`src/pkg/conv_timing_pkg.sv`:
```
// package: constants, register map and carrier types for the conversion timing block
package conv_timing_pkg;
    // register byte offsets on the lite bus
    localparam logic [7:0] OFS_PRIMARY   = 8'h00;  // command word, dac data
    localparam logic [7:0] OFS_SECONDARY = 8'h04;  // divider / control word
    localparam logic [7:0] OFS_STATUS    = 8'h08;  // read-only status
    localparam logic [7:0] OFS_DIVIDERS  = 8'h0c;  // read-only divider view
    // field positions inside command words
    localparam int unsigned FLD_HI_LSB = 9;        // transmit field low bit
    localparam int unsigned FLD_LO_LSB = 2;        // receive field low bit
    // values after reset
    localparam logic [5:0] RST_DIV_A = 6'h09;      // divider a, both directions
    localparam logic [5:0] RST_ADJ   = 6'h01;      // period adjust, both directions
    localparam logic [5:0] RST_DIV_B = 6'h24;      // divider b, both directions
    localparam logic [9:0] RST_CTRL  = 10'h2e4;    // control bits 9,7,6,5,2 set
    localparam logic [9:0] CTRL_MASK = 10'h2fc;    // writable control bits
    localparam int unsigned CTRL_SYNC_BIT = 5;     // 1 = synchronous directions
    // recovery and limit figures
    localparam logic [5:0] DIV_B_FIX  = 6'h24;     // replaces a divider b of 0 or 1
    localparam logic [5:0] MIN_A_WORD = 6'h04;     // least divider a, word mode
    localparam logic [5:0] MIN_A_BYTE = 6'h05;     // least divider a, byte mode
    localparam logic signed [7:0] MOD64_ADD = 8'sh40; // wrap for negative sums
    // low two bits of a primary word
    localparam logic [1:0] LD_PLAIN  = 2'b00;
    localparam logic [1:0] LD_PLUS   = 2'b01;
    localparam logic [1:0] LD_MINUS  = 2'b10;
    localparam logic [1:0] LD_SECOND = 2'b11;
    // low two bits of a secondary word
    localparam logic [1:0] SEL_A    = 2'b00;
    localparam logic [1:0] SEL_ADJ  = 2'b01;
    localparam logic [1:0] SEL_B    = 2'b10;
    localparam logic [1:0] SEL_CTRL = 2'b11;
    // bus answers
    localparam logic [1:0] RESP_OKAY   = 2'b00;
    localparam logic [1:0] RESP_SLVERR = 2'b10;

    // pending adjustment of one period
    typedef enum logic [1:0] {
        ADJ_NONE  = 2'b00,
        ADJ_PLUS  = 2'b01,
        ADJ_MINUS = 2'b10
    } adj_mode_t;

    // lite bus, master to slave
    typedef struct packed {
        logic        awvalid;
        logic [7:0]  awaddr;
        logic        wvalid;
        logic [31:0] wdata;
        logic [3:0]  wstrb;
        logic        bready;
        logic        arvalid;
        logic [7:0]  araddr;
        logic        rready;
    } axi_req_t;

    // lite bus, slave to master
    typedef struct packed {
        logic        awready;
        logic        wready;
        logic        bvalid;
        logic [1:0]  bresp;
        logic        arready;
        logic        rvalid;
        logic [31:0] rdata;
        logic [1:0]  rresp;
    } axi_rsp_t;

    // timing outputs toward the converters and filters
    typedef struct packed {
        logic        tx_convert;     // d/a conversion instant
        logic        rx_convert;     // a/d conversion instant
        logic        tx_filter_clk;  // transmit counter a terminal
        logic        rx_filter_clk;  // receive counter a terminal; transmit counter a terminal in synchronous mode
        logic        shutdown;       // conversion stopped
        logic        port_halt;      // serial port stopped
        logic [13:0] dac;            // held d/a value
        logic [9:0]  ctrl;           // control word
    } conv_out_t;

    // one step of a direction's counter pair
    typedef struct packed {
        logic [5:0] cnt_a;
        logic [5:0] cnt_b;
        logic       fclk;
        logic       conv;
        logic       used;
    } dir_t;

    // whole state of the block
    typedef struct packed {
        logic        aw_ok;
        logic [7:0]  aw_addr;
        logic        w_ok;
        logic [31:0] wdata;
        logic        strb_ok;
        logic        bvalid;
        logic [1:0]  bresp;
        logic        rvalid;
        logic [31:0] rdata;
        logic [1:0]  rresp;
        logic [5:0]  tx_div_a;
        logic [5:0]  tx_adj;
        logic [5:0]  tx_div_b;
        logic [5:0]  rx_div_a;
        logic [5:0]  rx_adj;
        logic [5:0]  rx_div_b;
        logic [9:0]  ctrl;
        logic [13:0] dac;
        logic        sec_pend;
        adj_mode_t   tx_adj_mode;
        adj_mode_t   rx_adj_mode;
        adj_mode_t   rx_adj_next;
        logic [5:0]  tx_cnt_a;
        logic [5:0]  tx_cnt_b;
        logic [5:0]  rx_cnt_a;
        logic [5:0]  rx_cnt_b;
        logic        tx_conv;
        logic        rx_conv;
        logic        tx_fclk;
        logic        rx_fclk;
        logic        word_s1;
        logic        word_s2;
    } state_t;
endpackage : conv_timing_pkg

```
`src/hdl/conversion_timing_control.sv`:
```
// conversion timing control: divider counters, period adjust and lite register slave
`timescale 1ns/1ps

// Summary of operation
// RL1: divider a below mode minimum halts port
// RL2: adjust registers are signed two's complement
// RL3: transmit sum 0 or 1 loads plain divider
// RL4: receive sum 0 or 1 loads plain divider
// RL5: negative transmit sum wraps by adding 40h
// RL6: negative receive sum wraps by adding 40h
// RL7: divider a of 0 or 1 stops conversion
// RL8: divider b of 0 or 1 becomes 24h
// RL9: dac value holds without new commands
// RL10: host keeps frame syncs 19.2 kHz apart
// RL11: adjust command adjusts ongoing transmit period
// RL12: adjustment applied near end of period
// RL13: receive adjust current period else next one
// RL14: one command adjusts exactly one period pair
// RL15: drop receive adjust when already scheduled
// RL16: transmit secondary values always taken immediately
// RL17: receive values ignored while adjustment applies
// RL18: primary low bits select counter a load
// RL19: counters reload every conversion period
// RL20: reset sets 9, 1, 24h each direction
// RL21: synchronous mode runs from transmit counters
// RL22: counter a filter clock, b conversion
module conversion_timing_control (
    input  wire logic                        i_clk,       // 40 MHz master clock
    input  wire logic                        i_rstn,      // async reset, active low
    input  wire logic                        i_ce,        // clock enable, freezes state
    input  wire logic                        i_word_mode, // pin: 1 word, 0 byte mode
    input  wire conv_timing_pkg::axi_req_t   i_axi,       // lite bus request
    output conv_timing_pkg::axi_rsp_t        o_axi,       // lite bus answer
    output conv_timing_pkg::conv_out_t       o_conv       // timing outputs
);
    import conv_timing_pkg::*;

    state_t s_q;        // registered state
    state_t s_d;        // next state
    dir_t   tx_step;    // transmit counter step
    dir_t   rx_step;    // receive counter step
    logic   sync_mode;  // directions share transmit timing
    logic   shutdown;   // a divider a of 0 or 1
    logic   port_halt;  // a divider a below the mode minimum
    logic   rx_lock;    // receive adjustment being applied now
    logic   commit;     // a captured write executes
    logic   prim_cmd;   // primary word accepted
    logic   sec_cmd;    // secondary word accepted
    logic   aw_hs;      // write address taken
    logic   w_hs;       // write data taken
    logic   ar_hs;      // read address taken

    // counter a load value for the last segment of a period
    function automatic logic [5:0] a_load(input logic [5:0] div, input logic [5:0] adj,
                                          input adj_mode_t mode);
        logic signed [7:0] sum;
        logic signed [7:0] wrap;
        sum  = 8'sh00;
        wrap = 8'sh00;
        a_load = div;
        // RL2: sign-extended adjust
        unique case (mode)
            ADJ_PLUS:  sum = signed'({2'b00, div}) + signed'({{2{adj[5]}}, adj});
            ADJ_MINUS: sum = signed'({2'b00, div}) - signed'({{2{adj[5]}}, adj});
            ADJ_NONE:  sum = signed'({2'b00, div});
            default:   sum = signed'({2'b00, div});
        endcase
        wrap = sum + MOD64_ADD;
        if (sum == 8'sh00 || sum == 8'sh01) begin
            // RL3 RL4: fall back to divider
            a_load = div;
        end else if (sum < 8'sh00) begin
            // RL5 RL6: modulo 64 wrap
            a_load = wrap[5:0];
        end else begin
            a_load = sum[5:0];
        end
    endfunction : a_load

    // replace an illegal divider b
    function automatic logic [5:0] fix_b(input logic [5:0] v);
        // RL8: 0 or 1 becomes 24h
        fix_b = (v <= 6'h01) ? DIV_B_FIX : v;
    endfunction : fix_b

    // one master clock of a direction; adjusted load goes into the last a segment
    function automatic dir_t dir_step(input logic [5:0] cnt_a, input logic [5:0] cnt_b,
                                      input logic [5:0] div_a, input logic [5:0] adj,
                                      input logic [5:0] div_b, input adj_mode_t mode);
        dir_step.cnt_a = cnt_a;
        dir_step.cnt_b = cnt_b;
        dir_step.fclk  = 1'b0;
        dir_step.conv  = 1'b0;
        dir_step.used  = 1'b0;
        if (cnt_a > 6'h01) begin
            // RL22: counter a divides master clock
            dir_step.cnt_a = cnt_a - 6'h01;
        end else begin
            dir_step.fclk = 1'b1;
            if (cnt_b <= 6'h01) begin
                // RL19: both counters reload per period
                dir_step.conv  = 1'b1;
                dir_step.cnt_b = div_b;
                dir_step.cnt_a = div_a;
            end else begin
                dir_step.cnt_b = cnt_b - 6'h01;
                if (cnt_b == 6'h02) begin
                    // RL12: adjust only the final segment
                    dir_step.cnt_a = a_load(div_a, adj, mode);
                    dir_step.used  = (mode != ADJ_NONE);
                end else begin
                    dir_step.cnt_a = div_a;
                end
            end
        end
    endfunction : dir_step

    // status terms derived from the registers
    assign sync_mode = s_q.ctrl[CTRL_SYNC_BIT];
    // RL7: divider a of 0 or 1 stops conversion
    assign shutdown  = (s_q.tx_div_a <= 6'h01) || (!sync_mode && s_q.rx_div_a <= 6'h01);
    // RL1: minimum depends on the synchronised mode pin
    assign port_halt = (s_q.tx_div_a < (s_q.word_s2 ? MIN_A_WORD : MIN_A_BYTE))
                    || (!sync_mode && s_q.rx_div_a < (s_q.word_s2 ? MIN_A_WORD : MIN_A_BYTE));
    assign rx_lock   = (s_q.rx_adj_mode != ADJ_NONE) && (s_q.rx_cnt_b <= 6'h01);
    assign tx_step   = dir_step(s_q.tx_cnt_a, s_q.tx_cnt_b, s_q.tx_div_a, s_q.tx_adj,
                                s_q.tx_div_b, s_q.tx_adj_mode);
    assign rx_step   = dir_step(s_q.rx_cnt_a, s_q.rx_cnt_b, s_q.rx_div_a, s_q.rx_adj,
                                s_q.rx_div_b, s_q.rx_adj_mode);

    // bus handshakes; one write and one read in flight
    assign aw_hs    = i_axi.awvalid && !s_q.aw_ok && !s_q.bvalid;
    assign w_hs     = i_axi.wvalid && !s_q.w_ok && !s_q.bvalid;
    assign ar_hs    = i_axi.arvalid && !s_q.rvalid;
    assign commit   = s_q.aw_ok && s_q.w_ok && !s_q.bvalid;
    // a halted port ignores commands, so the halt clears only by reset or by a change of the synchronised mode pin
    assign prim_cmd = commit && s_q.strb_ok && !port_halt && s_q.aw_addr == OFS_PRIMARY;
    assign sec_cmd  = commit && s_q.strb_ok && !port_halt && s_q.sec_pend
                   && s_q.aw_addr == OFS_SECONDARY;

    // next state
    always_comb begin
        s_d = s_q;
        s_d.word_s1 = i_word_mode;
        s_d.word_s2 = s_q.word_s1;
        s_d.tx_conv = 1'b0;
        s_d.rx_conv = 1'b0;
        s_d.tx_fclk = 1'b0;
        s_d.rx_fclk = 1'b0;
        // write channel capture, either order
        if (aw_hs) begin
            s_d.aw_ok   = 1'b1;
            s_d.aw_addr = i_axi.awaddr;
        end
        if (w_hs) begin
            s_d.w_ok    = 1'b1;
            s_d.wdata   = i_axi.wdata;
            s_d.strb_ok = (i_axi.wstrb[1:0] == 2'b11);
        end
        if (s_q.bvalid && i_axi.bready) begin
            s_d.bvalid = 1'b0;
        end
        if (commit) begin
            s_d.aw_ok  = 1'b0;
            s_d.w_ok   = 1'b0;
            s_d.bvalid = 1'b1;
            // only the two command words are writable
            s_d.bresp  = (s_q.aw_addr == OFS_PRIMARY || s_q.aw_addr == OFS_SECONDARY)
                       ? RESP_OKAY : RESP_SLVERR;
        end
        // read channel
        if (s_q.rvalid && i_axi.rready) begin
            s_d.rvalid = 1'b0;
        end
        if (ar_hs) begin
            s_d.rvalid = 1'b1;
            s_d.rresp  = RESP_OKAY;
            unique case (i_axi.araddr)
                OFS_PRIMARY:   s_d.rdata = {16'h0000, s_q.dac, 2'b00};
                OFS_SECONDARY: s_d.rdata = {22'h000000, s_q.ctrl};
                OFS_STATUS:    s_d.rdata = {24'h000000, s_q.word_s2, sync_mode,
                                            s_q.rx_adj_next != ADJ_NONE,
                                            s_q.rx_adj_mode != ADJ_NONE,
                                            s_q.tx_adj_mode != ADJ_NONE,
                                            s_q.sec_pend, shutdown, port_halt};
                OFS_DIVIDERS:  s_d.rdata = {8'h00, s_q.rx_div_b, s_q.rx_div_a,
                                            s_q.tx_div_b, s_q.tx_div_a};
                default: begin
                    s_d.rdata = 32'h00000000;
                    s_d.rresp = RESP_SLVERR;
                end
            endcase
        end
        // transmit counters; stopped while shut down
        if (!shutdown) begin
            s_d.tx_cnt_a = tx_step.cnt_a;
            s_d.tx_cnt_b = tx_step.cnt_b;
            s_d.tx_fclk  = tx_step.fclk;
            s_d.tx_conv  = tx_step.conv;
            // RL14: adjustment consumed once
            if (tx_step.used) begin
                s_d.tx_adj_mode = ADJ_NONE;
            end
        end
        // RL21: receive counters idle in synchronous mode
        if (!shutdown && !sync_mode) begin
            s_d.rx_cnt_a = rx_step.cnt_a;
            s_d.rx_cnt_b = rx_step.cnt_b;
            s_d.rx_fclk  = rx_step.fclk;
            s_d.rx_conv  = rx_step.conv;
            if (rx_step.used) begin
                s_d.rx_adj_mode = ADJ_NONE;
            end
            // RL13: deferred adjustment moves to the new period
            if (rx_step.conv) begin
                s_d.rx_adj_mode = s_q.rx_adj_next;
                s_d.rx_adj_next = ADJ_NONE;
            end
        end
        // RL18: primary word selects the counter a load
        if (prim_cmd) begin
            // RL9: dac only changes on a new primary word
            s_d.dac      = s_q.wdata[15:2];
            s_d.sec_pend = (s_q.wdata[1:0] == LD_SECOND);
            if (s_q.wdata[1:0] == LD_PLUS || s_q.wdata[1:0] == LD_MINUS) begin
                // RL11: arm the ongoing transmit period
                s_d.tx_adj_mode = adj_mode_t'(s_q.wdata[1:0]);
                // RL13 RL15: current, next or discarded
                if (s_q.rx_cnt_b > 6'h01 && s_q.rx_adj_mode == ADJ_NONE) begin
                    s_d.rx_adj_mode = adj_mode_t'(s_q.wdata[1:0]);
                end else if (s_q.rx_cnt_b <= 6'h01 && s_q.rx_adj_next == ADJ_NONE) begin
                    s_d.rx_adj_next = adj_mode_t'(s_q.wdata[1:0]);
                end
            end
        end
        // RL16: transmit fields always taken
        if (sec_cmd) begin
            s_d.sec_pend = 1'b0;
            unique case (s_q.wdata[1:0])
                SEL_A: begin
                    s_d.tx_div_a = {1'b0, s_q.wdata[FLD_HI_LSB +: 5]};
                    // RL17: receive field dropped while locked
                    if (!rx_lock) s_d.rx_div_a = {1'b0, s_q.wdata[FLD_LO_LSB +: 5]};
                end
                SEL_ADJ: begin
                    s_d.tx_adj = s_q.wdata[FLD_HI_LSB +: 6];
                    if (!rx_lock) s_d.rx_adj = s_q.wdata[FLD_LO_LSB +: 6];
                end
                SEL_B: begin
                    s_d.tx_div_b = fix_b(s_q.wdata[FLD_HI_LSB +: 6]);
                    if (!rx_lock) s_d.rx_div_b = fix_b(s_q.wdata[FLD_LO_LSB +: 6]);
                end
                SEL_CTRL: s_d.ctrl = s_q.wdata[9:0] & CTRL_MASK;
            endcase
        end
    end

    // state register; the enable freezes everything, synchroniser included
    always_ff @(posedge i_clk or negedge i_rstn) begin
        if (!i_rstn) begin
            s_q <= '0;
            // RL20: power-on divider set
            s_q.tx_div_a <= RST_DIV_A;
            s_q.tx_adj   <= RST_ADJ;
            s_q.tx_div_b <= RST_DIV_B;
            s_q.rx_div_a <= RST_DIV_A;
            s_q.rx_adj   <= RST_ADJ;
            s_q.rx_div_b <= RST_DIV_B;
            s_q.ctrl     <= RST_CTRL;
            s_q.tx_cnt_a <= RST_DIV_A;
            s_q.tx_cnt_b <= RST_DIV_B;
            s_q.rx_cnt_a <= RST_DIV_A;
            s_q.rx_cnt_b <= RST_DIV_B;
        end else if (i_ce) begin
            s_q <= s_d;
        end
    end

    // bus outputs
    assign o_axi.awready = !s_q.aw_ok && !s_q.bvalid;
    assign o_axi.wready  = !s_q.w_ok && !s_q.bvalid;
    assign o_axi.bvalid  = s_q.bvalid;
    assign o_axi.bresp   = s_q.bresp;
    assign o_axi.arready = !s_q.rvalid;
    assign o_axi.rvalid  = s_q.rvalid;
    assign o_axi.rdata   = s_q.rdata;
    assign o_axi.rresp   = s_q.rresp;
    // timing outputs; synchronous mode copies transmit timing to receive
    assign o_conv.tx_convert    = s_q.tx_conv;
    assign o_conv.rx_convert    = sync_mode ? s_q.tx_conv : s_q.rx_conv;
    assign o_conv.tx_filter_clk = s_q.tx_fclk;
    assign o_conv.rx_filter_clk = sync_mode ? s_q.tx_fclk : s_q.rx_fclk;
    assign o_conv.shutdown      = shutdown;
    assign o_conv.port_halt     = port_halt;
    assign o_conv.dac           = s_q.dac;
    assign o_conv.ctrl          = s_q.ctrl;
endmodule : conversion_timing_control

```
`config.mk`:
```
export PLATFORM = sky130hd
export DESIGN_NAME = conversion_timing_control
export DESIGN_NICKNAME = d
export VERILOG_FILES = /design/src/pkg/conv_timing_pkg.sv /design/src/hdl/conversion_timing_control.sv
export SDC_FILE = /design/constraint.sdc
export NUM_CORES = 1
export LEC_CHECK = 0
export BUFFER_PORTS_ARGS = -buffer_cell sky130_fd_sc_hd__buf_4
export CORE_MARGIN = 3
export CORE_UTILIZATION = 55
export DETAILED_ROUTE_END_ITERATION = 12
export PLACE_DENSITY_LB_ADDON = 0.25
export SYNTH_ARGS = -nofsm -noshare
export SYNTH_HDL_FRONTEND = slang
export SYNTH_SLANG_ARGS = --single-unit
```
`constraint.sdc`:
```
create_clock -name i_clk -period 5.99 [get_ports i_clk]
set_input_delay 0 -clock i_clk [delete_from_list [all_inputs] [get_ports i_clk]]
set_output_delay 0 -clock i_clk [all_outputs]
set_load 0.005 [all_outputs]
```
==> flow_summary.yaml <==
clocking:
  clk_latency_ns: 0.42
  cts_buffers: 17
  path_clk_slew_ns: 0.06
  cts.htree.levels: 4
  tritoncts: "yes"
  cts_resized: 0
  root_buffer: "clkbuf_16"
  clk_path_buf_depth: 2
  cts.sinks: 146
  post_cts_buffers: 0
synthesis:
  syn-instance-count: 796
  seq_area_frac_synth_pct: 44.3
  synth_edf_count: 0
  synthArstFlopShare_pct: 100
  yosys_warnings: 0
  synth-main-ff-cell: "dfrtp_1"
  synth_area_mm2: 0.00831
  synth_seq_cells: 146
  synth_cell_types: 76
  avgSynthCellArea_um2: 10.4
drt:
  drt_iter0_drc: 348
  dr_total_vias: 6390
  viasPerCell: 5.97
  drc: 0
  antenna_left: 0
  drt-pass1-iter-count: 5
  wl_um: 20300
  routedWlPerCell_um: 18.9
finish:
  drive_above_1_share_pct: 29.4
  antenna_cells: 0
  nNetsFinal: 967
  ff_latch_area_mm2: 0.00368
  stdcell_area_mm2: 0.00969
  instances_no_fill: 1071
  syn_to_final_growth_pct: 16.7
  mostFrequentLayoutCell: "dfrtp_1"
  multi_input_area_mm2: 0.00392
  finalCoreUtilization_pct: 66.2
  final_cell_mix: "123 x dfrtp_1, 101 x buf_4, 69 x mux2_2, 68 x nand2_1, 51 x nor2_1"
  num-fill-cells: 1121
global_routing:
  grt_use_total_pct: 25.3
  grt_max_degree: 78
  grt_pass1_wl_um: 33300
  grt_pass1_vias: 6606
  grt-ovfl-total: 0
  antenna_found_initial: 0
pwr:
  leakage_nw: 4.59
  vdd_drop_max_uv: 248
  power.density_mw_per_mm2: 273
  power_mw: 2.64
critical_path:
  r2r-start: "s_q[85]"
  reg2reg_depth: 12
  reg2reg_slack_ns: 2.83
  cp_data_required_time_ns: 6.34
  endpoint_kind: "flip-flop"
  cpMostUsedCell: "ha_1"
  path_max_fanout: 5
  worst-setup-path-type: "flip-flop to flip-flop"
  path_cells: "inv_1, ha_1, nor2_1, xnor2_1, ha_1, and3b_1, or3_1, a22oi_1, a31oi_1, o21ai_2, mux2_1, a21oi_1"
  start_kind: "flip-flop"
  cp_top_family: "simple AND/OR/NAND/NOR gates"
  timing.critical_path.buf_inv: 1
  critPathArrivalTime_ns: 3.51
  r2r-end: "s_q[24]"
  slowest_stage: "dfstp_2"
  max_stage_delay_ns: 0.56
hold_path:
  hold_path_class: "input port to flip-flop"
  min_from: "i_axi[1]"
  holdPathStages: 4
  min_to: "o_axi[15]"
timing:
  setup_viol: 0
  post-route-min-period_ns: 3.16
  setup_tns_ns: 0
  whs_ns: 0.0748
  rsz0062_at_grt: "no"
  max_freq_ghz: 0.316
  relSlewSlack_pct: 14.2
  finalCritPeriodShare_pct: 52.8
  final.setup.worst_slack_ns: 2.83
  hold_viol_final: 0
  drv_slew: 0
  clock_skew_ns: 0.00746
  tightest_slew_ns: 1.27
floorplan:
  io_pins: 132
  die_h_um: 129
  coreArea_mm2: 0.0146
  die_w_um: 129
  die_area_mm2: 0.0166
  initial_core_util_pct: 56.7
  rows: 44
placement:
  gp_congestion: 0.888
  dp_hpwl_um: 14500
  postPlaceCellArea_mm2: 0.00875
  dpl.cell_count: 1006
  place_worst_setup_slack_ns: 2.85
  port_buffers: 99
flow_run:
  cap_violations: 0
outcome:
  outcome: "finished, final reports clean"
[sequential cells by signal, summed over array words and instances (netlist names)]
| name | flops |
|---|---|
| o_axi | 27 |
| s_q | 95 |
| o_conv | 23 |
| s_d | 1 |
[worst max path at each step]
stage / from / endpoint / slack, ns / cells after the start
finish: s_q[85] / s_q[24] / 2.83 / 12
CTS: s_q[85] / s_q[24] / 2.84 / 12
global route: s_q[85] / s_q[24] / 2.63 / 12
detailed placement: s_q[85] / s_q[24] / 2.85 / 12
floorplan: s_q[85] / s_q[24] / 3.09 / 12
global placement: s_q[34] / s_q[24] / 2.92 / 11
[cell usage after synthesis, types with 5 or more instances]
cell	instances	area, um2
mux4_2	5	113
xnor2_1	11	96.3
o21ai_0	48	240
nor2_1	51	191
o31ai_1	12	90.1
a22oi_1	8	60.1
a31oi_1	7	43.8
inv_1	40	150
buf_4	66	495
dfstp_2	23	604
dfrtp_1	123	3080
and2_1	5	31.3
nand2_1	68	255
or3_1	8	50.1
nor4_1	5	31.3
mux2_2	69	777
a22o_1	18	158
buf_6	5	56.3
ha_1	30	375
nand3_1	14	70.1
a21oi_1	43	215
nor3_1	9	45.0
a21o_1	6	45.0
o22ai_1	5	31.3
clkbuf_1	14	52.6
[layout make-up]
type | instances | area share, %
clock inverters | 12 | 1.60
repair buffers | 135 | 11.3
inverters | 41 | 1.59
well taps | 184 | 2.38
clock buffers | 20 | 4.71
flip-flops and latches | 146 | 38.0
multi-input cells | 533 | 40.4
[what timing repair did]
item                                   in CTS  in global routing
setup endpoints to repair                   0                  0
endpoints found under the hold margin     104                  0
hold buffers                               33                  0
[layer usage]
| layer | GRT usage [%] | part of all wire (%) |
|---|---|---|
| met2 | 42.4 | 49 |
| met3 | 5.65 | 5.4 |
| met1 | 33.3 | 44 |
| met4 | 7.29 | 2.0 |
| met5 | 0 | 0 |
[power breakdown]
part           internal, mW  total [mW]  leakage [nW]  switching, mW
registers              1.09        1.25          1.84          0.162
logic                 0.169       0.300          2.46          0.131
clock network         0.678        1.09         0.296          0.414
[worst reg2reg max path: cells and delay by family, from the launching register on]
family / cells / cell delay, ns
simple gates: 3 / 0.73
compound gates: 4 / 0.70
xor+xnor: 1 / 0.13
mux: 1 / 0.34
buf+inv: 1 / 0.08
flops: 1 / 0.56
fa+ha+maj: 2 / 0.55
[cells by family after synthesis]
kind of cell    Yosys count  synth area share, %
other cells               1               0.0452
xor+xnor                 15                 1.58
buf+inv                 130                 9.37
compound gates          191                 15.2
mux                      79                 11.3
simple gates            202                 13.1
fa+ha+maj                32                 5.00
flops                   146                 44.3
(Power assumes the default switching activity.)
